### config.mk
export PLATFORM = sky130hd
export DESIGN_NAME = crs_sequencer
export DESIGN_NICKNAME = d
export VERILOG_FILES = /design/src/crs_pkg.sv /design/src/crs_sequencer.sv
export SDC_FILE = /design/constraint.sdc
export NUM_CORES = 1
export LEC_CHECK = 0
export BUFFER_PORTS_ARGS = -buffer_cell sky130_fd_sc_hd__buf_2
export CORE_MARGIN = 2
export CORE_UTILIZATION = 33
export DETAILED_ROUTE_END_ITERATION = 8
export PLACE_DENSITY = 0.63
export SYNTH_ARGS = -nofsm -noshare
export SYNTH_HDL_FRONTEND = slang
export SYNTH_SLANG_ARGS = --single-unit
### constraint.sdc
create_clock -name clk -period 1.97 [get_ports clk]
set_input_delay 0.394 -clock clk [delete_from_list [all_inputs] [get_ports clk]]
set_output_delay 0.394 -clock clk [all_outputs]
set_load 0.03 [all_outputs]
### src/crs_pkg.sv
// constants and types for the continuous buffer reload sequencer
package crs_pkg;
  // phase index = (main cycle - 1) * 4 + (phase - 1), t1.1 = 0 .. t4.4 = 15
  localparam logic [3:0] PH_T1_1 = 4'h0;
  localparam logic [3:0] PH_T1_2 = 4'h1;
  localparam logic [3:0] PH_T1_3 = 4'h2;
  localparam logic [3:0] PH_T2_1 = 4'h4;
  localparam logic [3:0] PH_T2_2 = 4'h5;
  localparam logic [3:0] PH_T2_3 = 4'h6;
  localparam logic [3:0] PH_T3_1 = 4'h8;
  localparam logic [3:0] PH_T3_2 = 4'h9;
  localparam logic [3:0] PH_T3_3 = 4'ha;
  localparam logic [3:0] PH_T4_1 = 4'hc;
  localparam logic [3:0] PH_T4_2 = 4'hd;
  localparam logic [3:0] PH_T4_3 = 4'he;
  localparam logic [3:0] PH_T4_4 = 4'hf;
  // control memory layout (octal 20, octal 200)
  localparam logic [15:0] RELOAD_BASE = 16'h0010;
  localparam logic [15:0] UPPER_OFS = 16'h0080;
  localparam logic [15:0] IN_BUF_BASE = 16'h0040;
  localparam logic [15:0] OUT_BUF_BASE = 16'h0060;
  // register byte offsets
  localparam logic [3:0] REG_CTRL = 4'h0;
  localparam logic [3:0] REG_STAT = 4'h4;
  localparam logic [3:0] REG_CNT = 4'h8;
  localparam logic CTRL_RST = 1'b0;
  localparam int ACW_MODE_BIT = 17;
  // whole state of the sequencer
  typedef struct packed {
    logic [3:0] ph;
    logic req;
    logic seq;
    logic pf;
    logic inh;
    logic ovr;
    logic [15:0] s0;
    logic [15:0] s1;
    logic [17:0] z0;
    logic cm_init;
    logic cm_we;
    logic [15:0] cm_addr;
    logic [17:0] cm_wdata;
    logic waitreq;
    logic [31:0] rdata;
    logic enable;
    logic [15:0] count;
  } crs_state_t;
endpackage

### src/crs_sequencer.sv
// continuous reload sequencer: timing, address build, control memory, bus slave
//
// The implementer's own choices: the register offsets and the Avalon-MM interface to the registers.
`timescale 1ns/1ps
// Contract
// RQ1: start alongside transfer sequence tail, memory free
// RQ2: t3.1 fetches reload current word to data
// RQ3: second reference stores it to buffer location
// RQ4: addresses built from channel and transfer type
// RQ5: current-word addresses have low bit one
// RQ6: two more references fetch, store terminal word
// RQ7: terminal-word addresses even, one below current
// RQ8: t2.1 address routed through secondary register
// RQ9: t4.4 sets request on match with bit17
// RQ10: t2.2 sets sequence flag on listed conditions
// RQ11: overlap first sequence unless dual or external
// RQ12: t3.1 phase flag, address, memory, clears
// RQ13: t1.1 load primary and secondary, start memory
// RQ14: t2.1 clear sequence, secondary to primary
// RQ15: t2.3 clear phase flag, drop load inhibit
// RQ16: overrides act on primary transfers only
// RQ17: upper channels add octal 200 to address
// RQ18: terminal word at octal 20 plus twice channel
// RQ19: reload only when terminal word bit17 set
module crs_sequencer #(
  parameter int AW = 16
) (
  // clock and reset
  input wire logic clk,
  input wire logic rst,
  // avalon-mm register slave
  input wire logic [3:0] avs_address,
  input wire logic avs_read,
  input wire logic avs_write,
  input wire logic [31:0] avs_writedata,
  output logic [31:0] avs_readdata,
  output logic avs_waitrequest,
  // transfer sequence side
  input wire logic io_seq_active,
  input wire logic [15:0] io_b_addr,
  input wire logic io1_final,
  input wire logic dual_mode,
  input wire logic externally_specified_mode,
  input wire logic term_flag,
  input wire logic [3:0] xl_chan,
  input wire logic xl_output,
  // control memory side
  input wire logic cm_free,
  input wire logic cm_rvalid,
  input wire logic [17:0] cm_rdata,
  output logic cm_init,
  output logic cm_we,
  output logic [AW-1:0] cm_addr,
  output logic [17:0] cm_wdata,
  // flags seen by the transfer sequences
  output logic reload_request_flag,
  output logic reload_sequence_flag,
  output logic reload_phase_flag,
  output logic translator_override_low,
  output logic translator_override_high,
  output logic [3:0] timing_phase
);

  crs_pkg::crs_state_t q;
  crs_pkg::crs_state_t d;

  // translator address: override picks the reload pair, else the buffer words
  function automatic logic [15:0] xlat_addr(input logic [3:0] ch, input logic outp,
                                            input logic ovr);
    logic [15:0] base;
    logic [15:0] a;
    base = ovr ? crs_pkg::RELOAD_BASE :
           (outp ? crs_pkg::OUT_BUF_BASE : crs_pkg::IN_BUF_BASE); // [RQ4] [RQ16]
    a = base + {12'h000, ch[2:0], 1'b0}; // [RQ18]
    if (ch[3])
      a = a + crs_pkg::UPPER_OFS; // [RQ17]
    return a;
  endfunction

  logic match;
  logic start_ok;
  logic bus_req;
  logic bus_take;
  logic bus_done;
  logic [15:0] prim_addr;
  logic [15:0] sec_addr;

  // terminal match only counts when the reload mode bit is set
  assign match = (io_b_addr == q.z0[15:0]) && q.z0[crs_pkg::ACW_MODE_BIT]; // [RQ9] [RQ19]
  // sequence may start only with memory free and a legal overlap
  assign start_ok = q.req && cm_free &&
                    (io1_final || dual_mode || (externally_specified_mode && term_flag)); // [RQ1] [RQ10]
  assign prim_addr = xlat_addr(xl_chan, xl_output, q.ovr);
  // secondary path never sees the override
  assign sec_addr = xlat_addr(xl_chan, xl_output, 1'b0); // [RQ16]
  assign bus_req = avs_read || avs_write;
  assign bus_take = bus_req && q.waitreq;
  // writes commit only at the edge where the master sees waitrequest low,
  // so a master that gives up early never leaves a half-taken write behind
  assign bus_done = bus_req && !q.waitreq;

  // next-state logic for the whole sequencer
  always_comb
  begin
    d = q;
    d.ph = q.ph + 4'h1;
    d.cm_init = 1'b0;
    d.cm_we = 1'b0;
    // memory data register loads unless inhibited
    if (cm_rvalid && !q.inh)
      d.z0 = cm_rdata;
    case (q.ph)
      crs_pkg::PH_T4_4:
      begin
        if (io_seq_active && q.enable && match && !q.seq)
          d.req = 1'b1; // [RQ9]
        if (q.seq)
          d.s1 = 16'h0000;
      end
      crs_pkg::PH_T2_2:
      begin
        if (start_ok && !q.seq)
        begin
          d.seq = 1'b1; // [RQ10] [RQ11]
          d.ovr = 1'b1;
        end
      end
      crs_pkg::PH_T3_1:
      begin
        if (q.seq)
        begin
          // fetch reload current-address word, odd address
          d.pf = 1'b1; // [RQ12]
          d.s0 = prim_addr | 16'h0001; // [RQ5]
          d.cm_addr = prim_addr | 16'h0001; // [RQ2]
          d.cm_init = 1'b1;
          d.z0 = 18'h00000;
          d.req = 1'b0;
          if (cm_rvalid && !q.inh)
            d.z0 = cm_rdata;
        end
      end
      crs_pkg::PH_T3_2:
      begin
        d.ovr = 1'b0;
      end
      crs_pkg::PH_T3_3, crs_pkg::PH_T1_3:
      begin
        if (q.seq)
          d.inh = 1'b1;
      end
      crs_pkg::PH_T4_1:
      begin
        if (q.seq)
        begin
          // store current word into the buffer's own odd location
          d.s0 = prim_addr | 16'h0001; // [RQ3] [RQ5]
          d.cm_addr = prim_addr | 16'h0001;
          d.cm_wdata = q.z0;
          d.cm_we = 1'b1;
          d.cm_init = 1'b1;
        end
      end
      crs_pkg::PH_T4_2:
      begin
        if (q.seq)
          d.ovr = 1'b1;
      end
      crs_pkg::PH_T4_3:
      begin
        d.inh = 1'b0;
      end
      crs_pkg::PH_T1_1:
      begin
        if (q.seq)
        begin
          // fetch terminal word (even); park its store address in secondary
          d.s0 = prim_addr; // [RQ6] [RQ7] [RQ13]
          d.cm_addr = prim_addr;
          d.cm_init = 1'b1;
          d.z0 = 18'h00000;
          d.s1 = sec_addr; // [RQ8]
          if (cm_rvalid && !q.inh)
            d.z0 = cm_rdata;
        end
      end
      crs_pkg::PH_T1_2:
      begin
        d.ovr = 1'b0;
      end
      crs_pkg::PH_T2_1:
      begin
        if (q.seq)
        begin
          // no direct translator path here, so the secondary feeds primary
          d.seq = 1'b0; // [RQ14]
          d.s0 = q.s1; // [RQ8]
          d.cm_addr = q.s1; // [RQ6] [RQ7]
          d.cm_wdata = q.z0;
          d.cm_we = 1'b1;
          d.cm_init = 1'b1;
          d.count = q.count + 16'h0001;
        end
      end
      crs_pkg::PH_T2_3:
      begin
        d.pf = 1'b0; // [RQ15]
        d.inh = 1'b0;
      end
      default:
      begin
        d.ph = q.ph + 4'h1;
      end
    endcase
    // one-wait bus slave: answer one cycle after the request appears
    d.waitreq = !bus_take;
    if (bus_take && avs_read)
    begin
      case (avs_address)
        crs_pkg::REG_CTRL: d.rdata = {31'h00000000, q.enable};
        crs_pkg::REG_STAT: d.rdata = {23'h000000, q.ovr, q.inh, q.pf, q.seq, q.req, q.ph};
        crs_pkg::REG_CNT: d.rdata = {16'h0000, q.count};
        default: d.rdata = 32'h00000000;
      endcase
    end
    if (bus_done && avs_write)
    begin
      case (avs_address)
        crs_pkg::REG_CTRL: d.enable = avs_writedata[0];
        crs_pkg::REG_CNT: d.count = 16'h0000;
        default: d.enable = q.enable;
      endcase
    end
  end

  // single state register; sync reset keeps everything constant
  always_ff @(posedge clk)
  begin
    if (rst)
    begin
      q <= '0;
      q.waitreq <= 1'b1;
      q.enable <= crs_pkg::CTRL_RST;
    end
    else
    begin
      q <= d;
    end
  end

  // outputs straight from the state register
  assign avs_readdata = q.rdata;
  assign avs_waitrequest = q.waitreq;
  assign cm_init = q.cm_init;
  assign cm_we = q.cm_we;
  assign cm_addr = q.cm_addr[AW-1:0];
  assign cm_wdata = q.cm_wdata;
  assign reload_request_flag = q.req;
  assign reload_sequence_flag = q.seq;
  assign reload_phase_flag = q.pf;
  // override drives the low gate low and the high gate high
  assign translator_override_low = !q.ovr;
  assign translator_override_high = q.ovr;
  assign timing_phase = q.ph;
endmodule // crs_sequencer

### Yosys cells after proc, flatten, opt, wreduce, memory -nomap -nowiden

Index checks and enable logic that the tools add are counted.

| storage, ports and cells | value |
|---|---|
| flip-flop bits (word level) | 129 |
| bits in latches | 0 |
| bits in writable memories | 0 |
| bits in read-only memories | 0 |
| input bits | 86 |
| output and inout bits | 78 |
| logic and storage cells | 122 |
| memories | 0 |

| operators by class | value |
|---|---|
| add/sub/neg operators | 6 |
| multipliers | 0 |
| divide/modulo/power cells | 0 |
| magnitude comparators | 0 |
| equality and inequality tests | 24 |
| shift operators | 0 |
| muxes and demuxes | 33 |
| bitwise operators | 0 |
| reduce and logical (&&, ||, !) cells | 43 |

Operators by type and width:

| cell | count |
|---|---|
| two-way mux 16 bit | 9 |
| two-way mux 36 bit | 2 |
| one-hot mux 18 bit (2 select lines) | 2 |
| one-hot mux 16 bit (4 select lines) | 1 |
| one-hot mux 16 bit (3 select lines) | 1 |
| two-way mux 18 bit | 2 |
| two-way mux 35 bit | 1 |
| equality test 4 bit, second input constant | 8 |
| one-hot mux 16 bit (2 select lines) | 1 |
| two-way mux 19 bit | 1 |
| != test 2 bit, second input constant | 9 |
| adder 16 x 1 -> 16 bit, second input constant | 1 |
| adder 16 x 4 -> 16 bit | 1 |
| adder 16 x 8 -> 16 bit, second input constant | 1 |
| equality test 16 bit | 1 |
| equality test 4 x 3 -> 1 bit, second input constant | 4 |
| logical AND 1 bit | 13 |
| AND reduction 3 bit | 4 |
| nonzero test 2 bit | 6 |
| one-hot mux 1 bit (2 select lines) | 5 |
| adder 8 x 8 -> 9 bit, second input constant | 1 |
| two-way mux 9 bit | 1 |
| adder 7 x 4 -> 8 bit | 1 |
| logical NOT 4 bit | 2 |
| other kinds (14) | 28 |

### Depth between registers and ports, before layout

Gate-level depths: netlist of the first run.

| logic depth | value |
|---|---|
| depth after elaboration | 7 |
| gate-level depth with buffers | 8 |
| mapped depth without buffers | 6 |

### Worst setup path after synthesis of the first run

Ideal clock, no wire load.

| timing | value |
|---|---|
| path kind | flip-flop to flip-flop |
| start point | register q (netlist bit timing_phase[0]) |
| end point | register q (netlist bit cm_wdata[16]) |
| data arrival time | 1,604 ps |
| data required time | 1,899 ps |
| path slack | 295 ps |
| stages on the path, launching flop included | 9 |
| buffers on the path | 2 |
| clock period less this slack | 1,675 ps |
| cells stage by stage | dfxtp_1 -> inv_1 -> ha_1 -> and2_1 -> clkbuf_1 -> nand2_1 -> buf_2 -> nand2_1 -> a21oi_1 |

| between the ends | value |
|---|---|
| longest elaborated chain between the ends | 3 |
| elaborated cells between the ends (all ways) | 7 |

RTL lines:

| element | RTL line | text |
|---|---|---|
| start, declared | crs_sequencer.sv:64 | `crs_pkg::crs_state_t q;` |
| equality test 4 bit / equality test 4 x 3 -> 1 bit (equally long branches) | crs_sequencer.sv:112 | `case (q.ph)` |
| != test 2 bit (no line) / nonzero test 2 bit (equally long branches) | -- |  |
| AND reduction 3 bit (no line) | -- |  |

Parallel ways exist; a longest one is shown, timed or not.
A chain may end at the register's enable or synchronous reset.

### Final worst setup path of the first run

| timing | value |
|---|---|
| start point | register q (netlist bit timing_phase[0]) |
| end point | register q[11] (netlist bit) |

| between the ends | value |
|---|---|
| longest elaborated chain between the ends | 4 |

RTL lines:

| element | RTL line | text |
|---|---|---|
| equality test 4 x 3 -> 1 bit * | crs_sequencer.sv:112 |  |
| two-way mux 16 bit * | crs_sequencer.sv:112 |  |
| two-way mux 16 bit | crs_sequencer.sv:228 | `case (avs_address)` |
| two-way mux 16 bit * | crs_sequencer.sv:226 | `if (bus_done && avs_write)` |

Every way passes the cells marked *; elsewhere a longest branch is shown, timed or not.

==> summary.txt, run 1 <==
Setup path
  • Worst path required time: 2.19 ns
  • Crit Path Category: reg2reg
  • Startpoint types: register
  • Setup crit end kind: register
  • Max FO, Critical Path: 9
  • WP data arrival: 2.02 ns

Global routing
  • Overall routing resource usage: 15.4%
  • Initial antenna violation count: 1
  • Largest net degree at the start of global routing: 34
  • Vias in the first global route: 3,558
  • First-pass GRT wire length: 17.6 mm
  • GRT Residual Overflow: 0

Finish
  • Most frequent cells in the layout: buf_2, dfxtp_1, nand2_1
  • Finished Layout Cells: 764
  • Layout cells sized above 1: 26.1%
  • Most common library cell in the layout ignoring fill and taps: buf_2
  • Final Net Count: 674
  • Util after Layout: 39.0%
  • Area growth syn-to-layout: 14.5%

Worst hold path
  • Min-delay worst type: in2reg

Place
  • Post-DP HPWL: 8.07 mm
  • Buffers on Ports: 116
  • Cells after DPL: 748
  • Final Wtd Congestion: 0.850

Timing
  • RSZ-0062 raised after global routing: false
  • F_max: 555 MHz
  • Endpoints failing setup: 0
  • Normalized max-slew margin: 64.2%
  • Tmin final: 1.80 ns
  • Slew @ Worst Pin: 0.537 ns
  • Tcrit/Tclk final: 91.5%
  • Setup Skew: 0.00360 ns
  • Final max-slew violation count: 0
  • Final-report hold violation count: 0

Yosys
  • Yosys warns: 0
  • Flops & latches, synth: 96
  • Cells after synthesis: 524
  • Register area share after synthesis: 42.3%
  • Area share of the largest cell type after synthesis: 42.3%
  • Netlist cell types: 52
  • Post-synth top flop: dfxtp_1
  • Dominant cell type by area after synthesis: dfxtp_1
  • Mapped Area: 4550 µm²
  • Top cells by area, synth: dfxtp_1, buf_4, a22oi_1, nand2_1, nor2_1
  • Avg Cell Area, Syn: 8.67 µm²
  • Post-synth EDFFs: 0
  • Ys async rst share: 0%

Drt
  • Antenna-violating nets left: 0
  • DRC Markers: 0
  • Wire per inst: 14.5 µm
  • Vias per cell: 4.90
  • First-pass iteration count of the detailed router: 6
  • WL final: 11.1 mm
  • DRT iter0 DRCs: 249
  • Vias: 3,740

Floorplan
  • Die Area: 14,700 µm²
  • DIE HEIGHT: 121 µm
  • I/O Pins: 164
  • Core area: 13,300 µm²
  • Die X: 121 µm
  • Row count: 42
  • Initial Util: 34.1%

Pwr
  • Cell Int Power: 3.37 mW
  • Comb power frac: 8.4%
  • Sequential share of power: 46.0%
  • Sw Share: 22.6%
  • PD cells: 837 nW/µm²
  • P_sw: 0.984 mW
  • Leakage: 2.13 nW
  • Clock network power share: 45.7%
  • Worst VDD drop: 0.000643 V

Job
  • Max Cap Viol: 0

Status
  • Status: complete, no violations

CTS
  • Reg clk slew, reported paths: 0.06 ns
  • H-tree levels: 3
  • Clock Tree Buf Depth: 2
  • Clk sinks: 96
  • Clk_lat worst skew: 0.35 ns
  • Root buffer cell: clkbuf_16
  • CTS tree: built
  • Total CTS buffers: 9
-- repair_timing --
item / 4_1_cts / 5_1_grt
setup endpoints to repair: 2 / 4
setup buffers: 0 / 0
hold buffers: 0 / 0
resized for setup: 1 / 1
-- power groups by stage --
| stage | Clock [mW] | Sequential [mW] | Combinational, mW |
|---|---|---|---|
| after floorplan | 0 | 2.05 | 0.254 |
| after global placement | 0 | 2.04 | 0.358 |
| after detailed placement | 0 | 2.05 | 0.365 |
| after CTS | 2.05 | 2.00 | 0.366 |
| after global routing | 2.14 | 2.01 | 0.398 |
| final | 1.99 | 2.00 | 0.364 |
-- cells by family (layout without fill, tap and decap cells) --
kind of cell / count (synthesis) / count (layout) / share of synthesized area [%]
and+or+nand+nor: 185 / 185 / 19.5
buffers and inverters: 104 / 152 / 14.9
AOI/OAI and AO/OA: 103 / 103 / 16.0
DFF: 96 / 96 / 42.3
xor gates and xnor gates: 28 / 28 / 5.40
adders and majority gates: 5 / 5 / 1.38
muxes: 2 / 2 / 0.440
other: 1 / 17 / 0.0825
-- flip-flops by register name, summed over array words and instances, names as in the netlist --
signal                    count
q                            42
cm_wdata                     18
avs_readdata                 16
cm_addr                       9
timing_phase                  4
avs_waitrequest               1
cm_init                       1
cm_we                         1
reload_phase_flag             1
reload_request_flag           1
reload_sequence_flag          1
translator_override_high      1
-- worst paths after layout --
kind	startpoint	end	slack, ns	depth (start not counted)
setup / recovery	timing_phase[0]$_SDFF_PP0_	q[11]$_SDFF_PP0_	0.17	6
hold / removal	avs_read	avs_waitrequest$_SDFF_PP1_	0.27	2
setup reg to reg	timing_phase[0]$_SDFF_PP0_	q[11]$_SDFF_PP0_	0.17	6
hold reg to reg	cm_wdata[0]$_SDFFE_PP0P_	cm_wdata[0]$_SDFFE_PP0P_	0.45	2
-- routing by layer --
metal  vias up  share of wire [%]  wire length, µm  track usage (%)
met4         0                2.0              225             6.25
met1      1743                 43             4780             18.3
met3        21                6.5              720             4.79
met5         -                  0                0                0
li1       1833                  -                -                -
met2       143                 48             5390             25.8
-- worst max-delay path, stage by stage, from the launching register on --
cell and delay [ns]:
dfxtp_1 0.32, inv_1 0.08, ha_1 0.32, nand4b_2 0.30
nor4_1 0.44, xnor2_1 0.16, nor2_1 0.05
-- layout make-up --
class | instances | area [µm²]
Sequential cell | 96 | 1920
Clock inverter | 3 | 90.1
Multi-Input combinational cell | 339 | 2010
Timing Repair Buffer | 131 | 693
Clock buffer | 12 | 246
Inverter | 6 | 22.5
Tap cell | 176 | 220
Fill cell | 1388 | 8150
Antenna cell | 1 | 2.50
-- synth_stat cells (2+ instances only) --
cell type / n
nor4_1: 4
nand4_1: 8
and4_1: 3
buf_2: 7
dfxtp_1: 96
o211ai_1: 2
mux2i_1: 2
inv_1: 6
nand3_1: 9
a21oi_1: 32
a22oi_1: 39
nor2b_1: 5
xor2_1: 3
a311oi_1: 5
nor3b_1: 2
ha_1: 5
and2_1: 2
and3_1: 4
a22o_1: 8
or3_1: 3
buf_4: 72
a211oi_1: 2
clkbuf_1: 16
o21ai_0: 7
nor3_1: 6
nand2_1: 65
nor2_1: 61
clkbuf_2: 2
xnor2_1: 25
-- per-stage QoR --
stage	instance area, µm²	TNS [ns]	setup slack [ns]	hold WS [ns]	total power [mW]
floorplan	4600	0	0.295	0.432	2.30
global placement	4860	0	0.0658	0.430	2.40
detailed placement	4860	-0.159	-0.0782	0.446	2.41
CTS	5200	0	0.0940	0.259	4.42
global route	5200	0	0.0151	0.267	4.54
finish	5200	0	0.167	0.273	4.36
(Power assumes the default switching activity.)
==> run 2: changes to the inputs <==
CORE_UTILIZATION = 50   (was 33)
PLACE_DENSITY = 0.86   (was 0.63)
==> run 2 against run 1 <==
  * Critical path depth unchanged
  * Clock power down 35%
  * Worst hold slack better by 0.010 ns
  * Non-clock buffer count stayed put
  * Combinational power down 3%
  * First-iteration DRC count grew 4.4%
  * Critical path type unchanged
==> summary.txt, run 2 (synthesis results as in run 1) <==
Status
  • Status: complete, no violations

Floorplan
  • Row count: 34
  • Die X: 99.3 µm
  • Die Area: 9870 µm²
  • I/O Pins: 164
  • Initial Util: 51.9%
  • DIE HEIGHT: 99.3 µm
  • Core area: 8760 µm²

Timing
  • Tmin final: 1.83 ns
  • F_max: 546 MHz
  • Final-report hold violation count: 0
  • Setup TNS: 0 ns
  • WHS: 0.283 ns
  • Setup Skew: 0.0109 ns
  • Setup WS post-layout: 0.138 ns
  • RSZ-0062 raised after global routing: false
  • Normalized max-slew margin: 55.2%
  • Final max-slew violation count: 0
  • Slew @ Worst Pin: 0.667 ns
  • Tcrit/Tclk final: 93.0%
  • Endpoints failing setup: 0

Pwr
  • Comb power frac: 9.7%
  • Worst VDD drop: 0.000404 V
  • Cell Int Power: 2.72 mW
  • Final Total Pwr: 3.64 mW
  • Clock network power share: 35.3%
  • Leakage: 2.06 nW
  • Sw Share: 25.3%
  • P_sw: 0.922 mW
  • PD cells: 733 nW/µm²
  • Sequential share of power: 55.0%

Finish
  • Most common library cell in the layout ignoring fill and taps: buf_2
  • Most frequent cells in the layout: buf_2, dfxtp_1, nand2_1
  • Max reg flops: 42
  • Reg with most FFs: q
  • Finished Layout Cells: 695
  • Layout cells sized above 1: 26.4%
  • Final Net Count: 674
  • Util after Layout: 56.7%
  • Area growth syn-to-layout: 9.36%
  • Design Area, Final: 4970 µm²
  • Antenna cells: 0

CTS
  • Root buffer cell: clkbuf_8
  • Clk sinks: 96
  • Reg clk slew, reported paths: 0.10 ns
  • Clk_lat worst skew: 0.35 ns
  • CTS tree: built
  • Total CTS buffers: 9
  • Clock Tree Buf Depth: 2
  • H-tree levels: 3

Setup path
  • Worst path required time: 2.20 ns
  • Max FO, Critical Path: 9
  • WP data arrival: 2.06 ns
  • Crit Path Category: reg2reg
  • Setup crit end kind: register
  • Startpoint types: register

Place
  • Post-DP HPWL: 7.80 mm
  • Buffers on Ports: 116
  • Dpl cell area: 4770 µm²
  • Place WS: 0.117 ns
  • Final Wtd Congestion: 0.963
  • Cells after DPL: 680

Drt
  • Vias per cell: 5.37
  • DRC Markers: 0
  • Wire per inst: 15.2 µm
  • WL final: 10.6 mm
  • First-pass iteration count of the detailed router: 5
  • Antenna-violating nets left: 0
  • Vias: 3,729
  • DRT iter0 DRCs: 260

Worst hold path
  • Min-delay worst type: in2reg

Global routing
  • Initial antenna violation count: 0
  • Vias in the first global route: 3,563
  • Overall routing resource usage: 21.5%
  • First-pass GRT wire length: 17.2 mm
  • GRT Residual Overflow: 0
  • Largest net degree at the start of global routing: 33

Job
  • Max Cap Viol: 0
## run 2: cell count changes in the layout (fill, tap and decap cells not counted), moves of 2 or more
| cell | delta |
|---|---|
| clkbuf_16 | -9 |
| clkbuf_8 | +9 |
| bufinv_16 | -2 |
| clkinv_4 | +2 |
## run 2: per-layer routing
layer	GRT usage (%)	up-vias	wire (µm)
met3	4.99	10	574
met1	27.4	1772	4570
met4	6.32	0	115
met5	0	-	0
li1	-	1831	-
met2	36.3	116	5310
## run 2: repair_timing
| item | CTS | global route |
|---|---|---|
| hold endpoints to repair | 0 | 0 |
| hold buffers | 0 | 0 |
| endpoints found under the setup margin | 0 | 6 |
| buffers inserted | 0 | 0 |
| resized for setup | 0 | 2 |
## run 2: power groups by stage
stage	logic, mW	clock network [mW]	registers (mW)
2_1_floorplan	0.254	0	2.05
3_3_place_gp	0.342	0	2.05
3_5_place_dp	0.351	0	2.05
4_1_cts	0.352	1.31	2.00
5_1_grt	0.384	1.39	2.01
6_report	0.353	1.29	2.00
## run 2: critical path, stage by stage (launching register included)
cell,delay (ns)
dfxtp_1,0.37
inv_1,0.10
ha_1,0.30
nand4b_2,0.31
nor4_1,0.41
xnor2_1,0.17
nor2_1,0.05
## run 2: final timing paths
kind                         startpoint                         end  slack, ns  cells after the start
min                            avs_read  avs_waitrequest$_SDFF_PP1_       0.28                      2
min reg2reg   cm_wdata[10]$_SDFFE_PP0P_   cm_wdata[10]$_SDFFE_PP0P_       0.45                      2
max          timing_phase[1]$_SDFF_PP0_            q[11]$_SDFF_PP0_       0.14                      6
max reg2reg  timing_phase[1]$_SDFF_PP0_            q[11]$_SDFF_PP0_       0.14                      6
## run 2: final cells by class
class | instances | area (µm²)
repair buffers | 131 | 693
multi-input cells | 339 | 2000
clock buffers | 11 | 141
flip-flops and latches | 96 | 1920
fillers | 811 | 3790
inverters | 6 | 22.5
well taps | 108 | 135
clock inverters | 4 | 55.1
==> run 3: changes to the inputs <==
CELL_PAD_IN_SITES_DETAIL_PLACEMENT = 1   (was not set)
CELL_PAD_IN_SITES_GLOBAL_PLACEMENT = 2   (was not set)
CORE_UTILIZATION = 28   (was 50)
PLACE_DENSITY = 0.85   (was 0.86)
==> run 3 against run 2 <==
  * Clock skew shrank 0.0039 ns
  * Register-to-register slack gained 0.02 ns
  * Core utilization shrank 23 points
  * Cell count grew 16%
  * Critical path depth shrank 4
  * Setup slack lost 0.0039 ns
  * Design area grew 6.5%
  * Total power grew 18%
  * Sequential cell count is the same
==> summary.txt, run 3 (synthesis results as in run 1) <==
Setup path
  • WP depth: 2
  • Crit Path Category: reg2out
  • Setup crit end kind: output pin
  • Critical Path End: timing_phase[2]
  • Worst R2R Path Depth: 6
  • Startpoint types: register
  • WP data arrival: 1.44 ns
  • CP delay by family, top: flip-flops
  • Critical R2R Capture: q[105]$_SDFFE_PP0P_
  • Critical-path cell list: buf_4 -> buf_2
  • Worst R2R Setup Slack: 0.16 ns
  • R2R Path Start: timing_phase[1]$_SDFF_PP0_
  • Worst setup path start: timing_phase[2]$_SDFF_PP0_
  • Critical path's largest stage delay: 0.64 ns
  • Buf+Inv Stages, Crit Path: 2
  • Worst path required time: 1.58 ns
  • Slowest-stage cell, CP: dfxtp_1
  • Max FO, Critical Path: 14

Finish
  • Most common library cell in the layout ignoring fill and taps: buf_2
  • Final Net Count: 675
  • Reg with most FFs: q
  • Filler instances: 1,965
  • Most frequent cells in the layout: buf_2, dfxtp_1, nand2_1
  • Area growth syn-to-layout: 16.5%
  • Max reg flops: 42
  • Antenna cells: 0
  • Layout cells sized above 1: 27.5%

Place
  • Post-DP HPWL: 9.64 mm
  • Final Wtd Congestion: 0.807
  • Buffers on Ports: 116

Global routing
  • Largest net degree at the start of global routing: 32
  • Vias in the first global route: 3,963
  • First-pass GRT wire length: 20.4 mm
  • GRT Residual Overflow: 0
  • Overall routing resource usage: 14.9%
  • Initial antenna violation count: 1

Pwr
  • Cell Int Power: 3.28 mW
  • P_sw: 1.03 mW
  • Sw Share: 23.9%
  • Leakage: 2.15 nW
  • Final Total Pwr: 4.31 mW
  • PD cells: 815 nW/µm²
  • Worst VDD drop: 0.000388 V
  • Comb power frac: 8.6%
  • Clock network power share: 44.9%
  • Sequential share of power: 46.5%

CTS
  • Root buffer cell: clkbuf_16
  • Reg clk slew, reported paths: 0.07 ns
  • H-tree levels: 3
  • Clk_lat worst skew: 0.35 ns
  • Clock Tree Buf Depth: 2
  • Post-CTS setup buffers: 0
  • Post-CTS Hold Fix Bufs: 0
  • CTS tree: built
  • Total CTS buffers: 9
  • Clk sinks: 96

Floorplan
  • Initial Util: 28.6%
  • Die Area: 17,300 µm²
  • Die X: 131 µm
  • DIE HEIGHT: 131 µm
  • Core area: 15,900 µm²
  • I/O Pins: 164
  • Row count: 46

Timing
  • Tmin final: 1.84 ns
  • Tcrit/Tclk final: 93.2%
  • Slew @ Worst Pin: 0.567 ns
  • Final max-slew violation count: 0
  • Endpoints failing setup: 0
  • Normalized max-slew margin: 62.2%
  • Setup Skew: 0.00697 ns
  • Setup TNS: 0 ns
  • F_max: 545 MHz
  • RSZ-0062 raised after global routing: false
  • Final-report hold violation count: 0

Drt
  • DRC Markers: 0
  • Vias per cell: 4.68
  • First-pass iteration count of the detailed router: 4
  • DRT iter0 DRCs: 152
  • Vias: 3,766
  • Antenna-violating nets left: 0
  • WL final: 12.8 mm
  • Wire per inst: 15.9 µm

Job
  • Max Cap Viol: 0

Status
  • Status: complete, no violations

Worst hold path
  • Min-delay worst type: in2reg
run 3: power by group through the flow:
stage	Sequential (mW)	Combinational, mW	Clock, mW
2_1_floorplan	2.05	0.254	0
3_5_place_dp	2.05	0.372	0
6_report	2.01	0.370	1.94
5_1_grt	2.01	0.402	2.07
3_3_place_gp	2.05	0.361	0
4_1_cts	2.01	0.374	2.00
run 3: timing repair:
action,CTS,global route
resized for setup,1,4
pin swaps,0,0
gates cloned,0,0
setup endpoints to repair,5,26
run 3: layer usage:
layer / vias up / share of wire, % / global-route usage (%) / wire (µm)
met1: 1838 / 44 / 17.2 / 5590
met5: - / 0.10 / 0 / 13
met3: 10 / 4.8 / 5.21 / 619
met2: 82 / 51 / 26.4 / 6500
met4: 2 / 0.80 / 3.44 / 103
li1: 1834 / - / - / -
run 3: area by class of cell:
class                      instances  area [µm²]  area share [%]
inverter                           6        22.5           0.425
multi-input combinational        339        2020            38.2
sequential                        96        1920            36.3
clock inverter                     5        78.8            1.49
tap                              216         270            5.11
timing repair buffer             132         726            13.7
clock buffer                      11         253            4.77
run 3: worst min path at each step:
stage                                       to  depth (start not counted)                        from  slack [ns]
global route        avs_waitrequest$_SDFF_PP1_                          2                   avs_write        0.29
CTS                 avs_waitrequest$_SDFF_PP1_                          2                    avs_read        0.27
detailed placement   cm_wdata[15]$_SDFFE_PP0P_                          2   cm_wdata[15]$_SDFFE_PP0P_        0.45
floorplan            cm_wdata[16]$_SDFFE_PP0P_                          2           q[102]$_SDFF_PP0_        0.43
global placement    avs_waitrequest$_SDFF_PP1_                          1  avs_waitrequest$_SDFF_PP1_        0.43
finish              avs_waitrequest$_SDFF_PP1_                          2                    avs_read        0.28
run 3: metrics by stage:
| stage | cells | utilization, % | area (µm²) | setup slack [ns] | hold WS, ns |
|---|---|---|---|---|---|
| 4_1_cts | 805 | 33.2 | 5280 | 0.0187 | 0.268 |
| 6_report | 805 | 33.3 | 5290 | 0.135 | 0.276 |
| 3_5_place_dp | 789 | 31.1 | 4940 | -0.107 | 0.445 |
| 5_1_grt | 805 | 33.3 | 5290 | 0.00119 | 0.294 |
| 3_3_place_gp | 789 | 31.1 | 4940 | 0.0883 | 0.430 |
| 2_1_floorplan | 539 | - | 4600 | 0.295 | 0.432 |
run 3: worst reg2reg max path: stages (launching register included):
cell	delay [ns]
dfxtp_1	0.44
inv_1	0.10
ha_1	0.29
nor3b_1	0.18
o21ai_1	0.43
a22oi_1	0.18
nor2_1	0.12
